--- config.mk ---
export PLATFORM = sky130hd
export DESIGN_NAME = psr_top
export DESIGN_NICKNAME = d
export VERILOG_FILES = /design/src/psr_pkg.sv /design/src/psr_buf.sv /design/src/psr_top.sv
export VERILOG_INCLUDE_DIRS = /design/src
export SDC_FILE = /design/constraint.sdc
export NUM_CORES = 1
export LEC_CHECK = 0
export BUFFER_PORTS_ARGS = -buffer_cell sky130_fd_sc_hd__buf_2
export CAP_MARGIN = 30
export CORE_MARGIN = 4
export CORE_UTILIZATION = 48
export DETAILED_ROUTE_END_ITERATION = 12
export PLACE_DENSITY = 0.74
export SLEW_MARGIN = 5
export SYNTH_ARGS = -nofsm -noshare
export SYNTH_HDL_FRONTEND = slang
export SYNTH_HIERARCHICAL = 1
export SYNTH_SLANG_ARGS = --single-unit
--- constraint.sdc ---
create_clock -name core_clk_i -period 1.8 [get_ports core_clk_i]
set_input_delay 0.09 -clock core_clk_i [delete_from_list [all_inputs] [get_ports core_clk_i]]
set_output_delay 0.09 -clock core_clk_i [all_outputs]
set_load 0.01 [all_outputs]
--- src/psr_defines.svh ---
/*
 * Constants for the parallel/serial-in shift register: stage count, tap positions,
 * reset values and buffer sizing.
 * Assumes it is included by bare name from the package and the design modules.
 */
`ifndef PSR_DEFINES_SVH
`define PSR_DEFINES_SVH

// ----------------------------------------
// register geometry
// ----------------------------------------
`define PSR_STAGES 8
`define PSR_TAP_LO 5
`define PSR_TAP_HI 7
`define PSR_TAP_W 3
`define PSR_STAGE_RST 8'h00
`define PSR_TAP_RST 3'h0

// ----------------------------------------
// buffering and timing
// ----------------------------------------
`define PSR_BUF_DEPTH 2
`define PSR_CLK_PERIOD_NS 40

`endif

--- src/psr_pkg.sv ---
/*
 * Types shared by the shift register and its output buffer.
 * Assumes psr_defines.svh is on the include path.
 */
`include "psr_defines.svh"

package psr_pkg;
    // what a stage update does in the current cycle
    typedef enum logic [1:0] {
        PSR_HOLD,
        PSR_SHIFT,
        PSR_LOAD
    } psr_mode_t;

    typedef logic [`PSR_STAGES-1:0] psr_stages_t;
    typedef logic [`PSR_TAP_W-1:0] psr_taps_t;
endpackage

--- src/psr_buf.sv ---
/*
 * Small shift-style FIFO; the head entry is a flip-flop driven straight out.
 * Assumes one clock and a synchronous active-high reset.
 */
`timescale 1ns/1ps
`include "psr_defines.svh"

module psr_buf
    import psr_pkg::*;
#(
    parameter int W = `PSR_TAP_W,
    parameter int DEPTH = `PSR_BUF_DEPTH
) (
    // clock and reset
    input wire logic core_clk_i,
    input wire logic rst_i,
    // filling side
    input wire logic [W-1:0] in_data_i,
    input wire logic in_valid_i,
    output logic in_ready_o,
    // draining side
    output logic [W-1:0] out_data_o,
    output logic out_valid_o,
    input wire logic out_ready_i
);
    localparam int CW = $clog2(DEPTH + 1);
    localparam logic [CW-1:0] FULL_CNT = CW'(DEPTH);
    localparam logic [CW-1:0] ONE_CNT = CW'(1);

    logic [W-1:0] entry_q [DEPTH];
    logic [CW-1:0] count_q;
    logic [CW-1:0] count_d;
    logic push;
    logic pop;
    logic [CW-1:0] wr_idx;

    assign push = in_valid_i && in_ready_o;
    assign pop = out_valid_o && out_ready_i;
    assign wr_idx = pop ? count_q - ONE_CNT : count_q;
    assign count_d = count_q + (push ? ONE_CNT : '0) - (pop ? ONE_CNT : '0);

    // ----------------------------------------
    // storage: entries move one place toward the head on each pop
    // ----------------------------------------
    for (genvar i = 0; i < DEPTH; i++) begin : g_entry
        always_ff @(posedge core_clk_i) begin
            if (rst_i) begin
                entry_q[i] <= '0;
            end else if (push && wr_idx == CW'(i)) begin
                entry_q[i] <= in_data_i;
            end else if (pop) begin
                entry_q[i] <= (i + 1 < DEPTH) ? entry_q[(i + 1) % DEPTH] : entry_q[i];
            end
        end
    end

    // ----------------------------------------
    // occupancy and flags, all registered
    // ----------------------------------------
    always_ff @(posedge core_clk_i) begin
        if (rst_i) begin
            count_q <= '0;
            in_ready_o <= 1'b1;
            out_valid_o <= 1'b0;
        end else begin
            count_q <= count_d;
            in_ready_o <= count_d != FULL_CNT;
            out_valid_o <= count_d != '0;
        end
    end

    assign out_data_o = entry_q[0];
endmodule

--- src/psr_top.sv ---
/*
 * Eight-stage shift register with serial or parallel entry and three buffered taps,
 * plus a buffered stream of the tap word after every update that finds room in the buffer.
 * Assumes every input is synchronous to core_clk_i and that the shift clock input
 * is slow enough to be seen low and high for at least one core cycle each.
 */
// Operation
// RULE_01: eight D stages share one shift clock and one load/shift select.
// RULE_02: stages change only on a rising edge of the shift clock.
// RULE_03: select low: stage one takes serial input, others take their predecessor.
// RULE_04: select high: every stage takes its own parallel input, serial ignored.
// RULE_05: stages six to eight are driven out; stages one to five stay internal.
// RULE_06: without a rising edge every stage holds regardless of other inputs.
`timescale 1ns/1ps
`include "psr_defines.svh"

module psr_top
    import psr_pkg::*;
#(
    parameter int STAGES = `PSR_STAGES
) (
    // clock and reset
    input wire logic core_clk_i,
    input wire logic rst_i,
    // register controls
    input wire logic shift_clk_i,
    input wire logic sel_load_i,
    input wire logic serial_i,
    input wire logic [STAGES-1:0] stage_load_inputs_i,
    // buffered taps
    output logic [`PSR_TAP_W-1:0] late_stage_taps_o,
    // tap word stream
    output logic [`PSR_TAP_W-1:0] tap_word_o,
    output logic tap_valid_o,
    input wire logic tap_ready_i,
    output logic load_ready_o,
    output logic overrun_o
);
    // ----------------------------------------
    // edge detection on the shift clock
    // ----------------------------------------
    logic clk_prev_q;
    logic edge_rise;
    psr_mode_t mode;

    // reset high so a clock already high at release gives no false edge
    always_ff @(posedge core_clk_i) begin
        if (rst_i) begin
            clk_prev_q <= 1'b1;
        end else begin
            clk_prev_q <= shift_clk_i;
        end
    end

    assign edge_rise = shift_clk_i && !clk_prev_q; // RULE_02

    always_comb begin
        if (!edge_rise) begin
            mode = PSR_HOLD; // RULE_06
        end else if (sel_load_i) begin
            mode = PSR_LOAD;
        end else begin
            mode = PSR_SHIFT;
        end
    end

    // ----------------------------------------
    // stages
    // ----------------------------------------
    logic [STAGES-1:0] stage_q;
    logic [STAGES-1:0] stage_d;
    logic first_stage_state;

    assign first_stage_state = stage_q[0];

    // one select steers all eight stages alike
    for (genvar i = 0; i < STAGES; i++) begin : g_stage
        // stage one has no predecessor, so it takes the serial input instead
        logic from_prev;
        logic bit_d;

        assign from_prev = (i == 0) ? serial_i : stage_q[(i + STAGES - 1) % STAGES];

        // each bit has its own process so no two processes write one variable
        always_comb begin
            case (mode)
                PSR_LOAD: bit_d = stage_load_inputs_i[i]; // RULE_04
                PSR_SHIFT: bit_d = from_prev; // RULE_03
                PSR_HOLD: bit_d = stage_q[i]; // RULE_06
                default: bit_d = stage_q[i];
            endcase
        end

        assign stage_d[i] = bit_d;
    end

    always_ff @(posedge core_clk_i) begin
        if (rst_i) begin
            stage_q <= `PSR_STAGE_RST;
        end else begin
            stage_q <= stage_d; // RULE_01
        end
    end

    // taps take the next value so they track the stages without a cycle of lag
    always_ff @(posedge core_clk_i) begin
        if (rst_i) begin
            late_stage_taps_o <= `PSR_TAP_RST;
        end else begin
            late_stage_taps_o <= stage_d[`PSR_TAP_HI:`PSR_TAP_LO]; // RULE_05
        end
    end

    // ----------------------------------------
    // tap word stream
    // ----------------------------------------
    logic push_q;
    logic [`PSR_TAP_W-1:0] push_word_q;
    logic buf_in_ready;

    always_ff @(posedge core_clk_i) begin
        if (rst_i) begin
            push_q <= 1'b0;
            push_word_q <= `PSR_TAP_RST;
        end else begin
            push_q <= edge_rise;
            push_word_q <= stage_d[`PSR_TAP_HI:`PSR_TAP_LO];
        end
    end

    // the register never waits; a controller that clocks while not ready loses a word
    always_ff @(posedge core_clk_i) begin
        if (rst_i) begin
            overrun_o <= 1'b0;
        end else if (push_q && !buf_in_ready) begin
            overrun_o <= 1'b1;
        end
    end

    // ready is registered so the controller sees it one cycle behind the buffer
    always_ff @(posedge core_clk_i) begin
        if (rst_i) begin
            load_ready_o <= 1'b0;
        end else begin
            load_ready_o <= buf_in_ready && !push_q && !edge_rise;
        end
    end

    psr_buf #(
        .W(`PSR_TAP_W),
        .DEPTH(`PSR_BUF_DEPTH)
    ) u_buf (
        .core_clk_i(core_clk_i),
        .rst_i(rst_i),
        .in_data_i(push_word_q),
        .in_valid_i(push_q),
        .in_ready_o(buf_in_ready),
        .out_data_o(tap_word_o),
        .out_valid_o(tap_valid_o),
        .out_ready_i(tap_ready_i)
    );

    // ----------------------------------------
    // checks
    // ----------------------------------------
    property p_common_update;
        @(posedge core_clk_i) disable iff (rst_i)
        edge_rise |=> stage_q == ($past(sel_load_i) ? $past(stage_load_inputs_i)
                                  : {$past(stage_q[STAGES-2:0]), $past(serial_i)});
    endproperty
    a_common_update: assert property (p_common_update) // RULE_01
        else $error("stage update does not follow the common select");

    property p_edge_only;
        @(posedge core_clk_i) disable iff (rst_i)
        ($changed(stage_q) && !$past(rst_i)) |-> $past(shift_clk_i) && !$past(clk_prev_q);
    endproperty
    a_edge_only: assert property (p_edge_only) // RULE_02
        else $error("stages changed without a rising shift clock edge");

    property p_shift;
        @(posedge core_clk_i) disable iff (rst_i)
        (edge_rise && !sel_load_i) |=> first_stage_state == $past(serial_i)
            && stage_q[STAGES-1:1] == $past(stage_q[STAGES-2:0]);
    endproperty
    a_shift: assert property (p_shift) // RULE_03
        else $error("serial shift moved the wrong data");

    property p_load;
        @(posedge core_clk_i) disable iff (rst_i)
        (edge_rise && sel_load_i) |=> stage_q == $past(stage_load_inputs_i);
    endproperty
    a_load: assert property (p_load) // RULE_04
        else $error("parallel load did not capture the load inputs");

    property p_taps;
        @(posedge core_clk_i) disable iff (rst_i)
        ##1 late_stage_taps_o == stage_q[`PSR_TAP_HI:`PSR_TAP_LO];
    endproperty
    a_taps: assert property (p_taps) // RULE_05
        else $error("taps do not show stages six to eight");

    property p_hold;
        @(posedge core_clk_i) disable iff (rst_i)
        (!edge_rise ##1 !edge_rise) |=> $stable(stage_q) && $stable(late_stage_taps_o);
    endproperty
    a_hold: assert property (p_hold) // RULE_06
        else $error("stages moved while no edge was seen");

    property p_stream;
        @(posedge core_clk_i) disable iff (rst_i)
        (edge_rise && buf_in_ready) |=> ##[1:2] tap_valid_o;
    endproperty
    a_stream: assert property (p_stream)
        else $error("accepted update never reached the stream");

    property p_ready_gap;
        @(posedge core_clk_i) disable iff (rst_i)
        edge_rise |=> !load_ready_o ##1 !load_ready_o;
    endproperty
    a_ready_gap: assert property (p_ready_gap)
        else $error("load ready shown too soon after an update");

    property p_overrun_set;
        @(posedge core_clk_i) disable iff (rst_i)
        (push_q && !buf_in_ready) |=> overrun_o;
    endproperty
    a_overrun_set: assert property (p_overrun_set)
        else $error("dropped tap word did not flag an overrun");

    property p_overrun_sticky;
        @(posedge core_clk_i) disable iff (rst_i)
        overrun_o |=> overrun_o;
    endproperty
    a_overrun_sticky: assert property (p_overrun_sticky)
        else $error("overrun flag cleared without reset");
endmodule

* Word-level counts from Yosys, hierarchy flattened
Memory sizes are Yosys's and may differ from the RTL's.
Index checks and enable logic that the tools add are counted.
W data, S select, Z words.
** Storage, ports and cells
- Output and inout bits :: 9
- Bits in registers :: 16
- Logic and storage cells :: 68
- RAM bits :: 6
- Memories kept :: 1
- Bits of input ports :: 14
** Memories
- u_buf.entry_q :: words 2, width 3, rd ports 2, clocked after Yosys merged registers in 0, wr ports 2, RTL line psr_buf.sv:30 : logic [W-1:0] entry_q [DEPTH];
** Operators by class
- $add $sub $neg :: 3
- Mux-type cells :: 32
- Reduce and logical (&&, ||, !) cells :: 15
- Eq/ne operators :: 4
- Bitwise gates (word level) :: 4
** Operator list (count)
- $mux W1 :: 17
- $pmux W1 S2 :: 8
- $mux W3 :: 4
- $logic_and A1 B1 Y1 :: 8
- $mux W2 :: 3
- $eq A2 B1 Y1 const B :: 2
- $logic_not A1 Y1 :: 4
- $or A1 B1 Y1 :: 4
- $reduce_bool A2 Y1 :: 2
- $add A2 B2 Y2 :: 1
- $eq A2 B2 Y1 const B :: 1
- $logic_not A2 Y1 :: 1
- $ne A2 B2 Y1 const B :: 1
- $sub A2 B1 Y2 const B :: 1
- $sub A2 B2 Y2 :: 1

* Depth between registers and ports, before layout
- Depth in word-level cells :: 9
- Mapped depth :: 6
- Gate-level depth less buffers :: 6

* Modules after synthesis
The synthesis kept the hierarchy.
** By module, submodules not included
- psr_top :: area each 569.3 um^2, times used 1, cells each 50, sequential area each 240.2 um^2
- psr_buf :: area each 555.5 um^2, times used 1, cells each 55, sequential area each 260.2 um^2

* Worst setup path after synthesis
OpenSTA, ideal clock, no wires.
- Path kind :: flip-flop to flip-flop
- Start :: register u_buf.out_valid_o
- End :: register u_buf.in_ready_o
- Stages on the path, launching flop included :: 7
- Buffers on the path :: 0
- Data required time :: 1666 ps
- Clock period less this slack :: 1760 ps
- Arrival time :: 1626 ps
- Slack :: 40 ps
- Library setup time :: 134 ps
- Path through :: dfxtp_1 > nand2_1 > xnor2_1 > ha_1 > xor2_1 > a21oi_1 > or4_1
** Between the ends
- Longest elaborated chain between the ends :: 4
** RTL lines
- start, declared :: RTL line psr_buf.sv:23 : output logic out_valid_o,
- start signal, assigned :: RTL line psr_buf.sv:64 : out_valid_o <= 1'b0;
- start signal, assigned :: RTL line psr_buf.sv:68 : out_valid_o <= count_d != '0;
- $logic_and A1 B1 Y1 :: RTL line psr_buf.sv:38 : assign pop = out_valid_o && out_ready_i;
- $mux W1 :: RTL line psr_buf.sv:40 : assign count_d = count_q + (push ? ONE_CNT : '0) - (pop ? ONE_CNT : '0);
- $sub A2 B2 Y2 :: RTL line psr_buf.sv:40
- $ne A2 B2 Y1 :: RTL line psr_buf.sv:67 : in_ready_o <= count_d != FULL_CNT;
- end signal, assigned :: RTL line psr_buf.sv:63 : in_ready_o <= 1'b1;
- end signal, assigned :: RTL line psr_buf.sv:67
- end, declared :: RTL line psr_buf.sv:20 : output logic in_ready_o,
Every way passes these cells.
A chain may end at the register's enable or synchronous reset.

* Worst setup path in the final report
- Start :: register push_q
- End :: register u_buf.in_ready_o
** Between the ends
- Longest elaborated chain between the ends :: 5
** RTL lines
- start, declared :: RTL line psr_top.sv:117 : logic push_q;
- start signal, assigned :: RTL line psr_top.sv:126 : push_q <= edge_rise;
- $logic_and A1 B1 Y1 :: RTL line psr_buf.sv:37 : assign push = in_valid_i && in_ready_o;
- $mux W1 :: RTL line psr_buf.sv:40
- $add A2 B2 Y2 :: RTL line psr_buf.sv:40
- $sub A2 B2 Y2 :: RTL line psr_buf.sv:40
- $ne A2 B2 Y1 :: RTL line psr_buf.sv:67
Every way passes these cells.

==> run_results.csv <==
group,metric,value,unit
place,dpl.hpwl,1.61,mm
clock_network,cts_made_buffers,3,
sta,final-hold-violation-count,0,
clock_network,cts_tree,"built",
sta,finalSetupViolCount,0,
grt,grt_pass1_wl,3.55,mm
place,dp.cells,151,
sta,fin_crit,1.74,ns
worst_setup_path,path_max_fanout,4,
grt,grt_max_degree,22,
drt,drt_iter0_drc,22,
power,power_density,982,mW/mm2
logic_synthesis,ys_top_cells_by_count,"16 x dfxtp_1, 11 x nor2_1, 8 x a211oi_2, 8 x mux2i_1, 6 x edfxtp_1",
worst_setup_path,endpoint_kind,"flip-flop",
clock_network,htreeDepth,1,
place,place.port_buffers,22,
sta,tightest_slew,0.483,ns
power,power,1270,uW
logic_synthesis,ys_async_sr_fraction,0,
floorplan,fp.dieH,56.4,um
place,place_area,0.00123,mm2
floorplan,die_area,0.00318,mm2
final_layout,final_nets,144,
logic_synthesis,synth-seq-cells,22,
sta,fin_crit_sh,0.969,
floorplan,die_w,56.4,um
floorplan,fp-row-count,17,
final_layout,diodes,0,
sta,max_freq,573,MHz
drt,viasPerCell,5.56,
logic_synthesis,synth_area_leaders,"dfxtp_1 28%, edfxtp_1 16%, a211oi_2 8.9%, mux2i_1 7.1%, nor2_1 3.7%",
worst_setup_path,critPathKind,"reg2reg",
grt,grt_antenna_before_repair,0,
drt,drtPass1Iterations,4,
worst_setup_path,cp_cell_sequence,"and2_4 > xnor2_1 > ha_2 > xor2_1 > a21oi_1 > or4_1",
logic_synthesis,netlist-cell-type-count,38,
floorplan,pin_count,23,
outcome,status,"completed",
grt,grt_pass1_vias,843,
drt,totalWireLength,2.17,mm
drt,vias,867,
floorplan,start_util,0.508,
power,ir_drop,0.618,mV
logic_synthesis,syn_avg_cell_area,10.7,um2
logic_synthesis,ys_warn_count,6,
worst_setup_path,arrival,1.94,ns
logic_synthesis,synth_ff_type,"dfxtp_1",
logic_synthesis,yosysTopAreaCell,"dfxtp_1",
worst_setup_path,start_kind,"flip-flop",
sta,final-max-slew-violation-count,0,
clock_network,cts-root-buf,"clkbuf_4",
floorplan,fp.coreArea,0.00221,mm2
power,p_leak,0.000547,uW
min_path,min-delay-path-class,"in2reg",
clock_network,post_cts_buffers,0,
drt,wl_per_cell,13.9,um
clock_network,clockBufferDepth,2,
drt,drc,0,
clock_network,clock_latency,0.31,ns
worst_setup_path,slowest_stage,"or4_1",
job,drv_cap,0,
grt,grt_overflow,0,
logic_synthesis,synth_edf_count,6,
final_layout,drive_above_1_share,0.359,
clock_network,cts.clk_slew.worst_paths,0.13,ns
final_layout,fillers,209,
logic_synthesis,synth_top_cell_area_share,0.285,
place,gp_congestion,0.755,
logic_synthesis,ys_seq_area_frac,0.445,
grt,track_usage,0.140,
final_layout,final_cells,156,
final_layout,multi_input_area,552,um2
logic_synthesis,synth.net_count,120,
worst_setup_path,cp_slowest_stage_delay,0.47,ns
final_layout,area_growth,14.9,%
clock_network,clock_sinks,22,
sta,finClkSkew,0.00879,ns
worst_setup_path,required,2.00,ns
sta,relSlewSlack,0.677,
final_layout,fin_area,0.00129,mm2
sta,fin_setup_tns,0,ns
logic_synthesis,synth.most_common_cell,"dfxtp_1",
logic_synthesis,syn_area,0.00112,mm2
drt,final_antenna_net_count,0,
logic_synthesis,syn-instance-count,105,
final_layout,regArea,500,um2
-- worst max-delay path, delay by kind of cell, from the launching register on --
family / cells / cell delay (ns)
fa+ha+maj: 1 / 0.22
compound gates: 1 / 0.07
xor+xnor: 2 / 0.32
flops: 1 / 0.38
simple gates: 2 / 0.65
-- state kept, by name (all words and copies together), names as in the netlist --
name / count
overrun_o: 1
push_q: 1
load_ready_o: 1
stage_q: 5
u_buf/in_ready_o: 1
u_buf/entry_q: 6
clk_prev_q: 1
u_buf/out_valid_o: 1
u_buf/count_q: 2
push_word_q: 3
-- cell usage in the layout, fill, tap and decap left out, types with 4 or more instances in the layout --
cell and n:
a31oi_1 4, nor2_1 11, a211oi_2 8, buf_4 4, edfxtp_1 6, mux2i_1 8
buf_2 22, dfxtp_1 16
-- final cells by class --
| cell class | instances | share of cell area |
|---|---|---|
| repair buffers | 27 | 0.116 |
| inverters | 2 | 0.00581 |
| multi-input cells | 73 | 0.427 |
| flip-flops and latches | 22 | 0.387 |
| clock buffers | 4 | 0.0368 |
| well taps | 28 | 0.0271 |
-- final timing paths --
check | start | to | slack (ns) | cells after the start
max | push_q$_SDFF_PP0_ | u_buf/in_ready_o$_SDFF_PP1_ | 0.06 | 6
min | stage_load_inputs_i[6] | push_word_q[1]$_SDFFE_PP0P_ | 0.15 | 3
max reg2reg | push_q$_SDFF_PP0_ | u_buf/in_ready_o$_SDFF_PP1_ | 0.06 | 6
min reg2reg | overrun_o$_SDFFE_PP0P_ | overrun_o$_SDFFE_PP0P_ | 0.49 | 2
-- repair_timing --
| item | in CTS | in global routing |
|---|---|---|
| endpoints found under the setup margin | 0 | 1 |
| hold buffers | 1 | 0 |
| endpoints found under the hold margin | 1 | 0 |
| gates resized for setup | 0 | 2 |
-- cells by family after synthesis --
| kind of cell | count (synthesis) | synth area share |
|---|---|---|
| compound gates | 25 | 0.186 |
| xor+xnor | 3 | 0.0234 |
| fa+ha+maj | 1 | 0.0111 |
| buf+inv | 10 | 0.0690 |
| flops | 22 | 0.445 |
| mux | 8 | 0.0712 |
| simple gates | 36 | 0.195 |
-- per-layer routing --
metal,track usage,part of all wire,up-vias
li1,-,-,428
met1,0.167,0.44,421
met2,0.250,0.52,16
met3,0.0207,0.033,2
met4,0.0508,0.0060,0
met5,0,0,-
-- where the power goes --
| part | total (uW) | internal, uW | switching [uW] | leakage [uW] |
|---|---|---|---|---|
| Combinational | 330 | 157 | 173 | 0.000327 |
| Clock | 325 | 169 | 155 | 0.0000261 |
| Sequential | 615 | 571 | 44.4 | 0.000194 |
| Total | 1270 | 897 | 373 | 0.000547 |
-- per-stage QoR --
| stage | hold WS [ns] | worst slack [ns] | utilization |
|---|---|---|---|
| after floorplan | 0.187 | 0.0402 | - |
| after global placement | 0.289 | 0.140 | 0.556 |
| after detailed placement | 0.294 | 0.0534 | 0.556 |
| after global routing | 0.139 | -0.0119 | 0.584 |
| after CTS | 0.145 | 0.0211 | 0.582 |
| final | 0.150 | 0.0559 | 0.584 |
(Power assumes the default switching activity.)
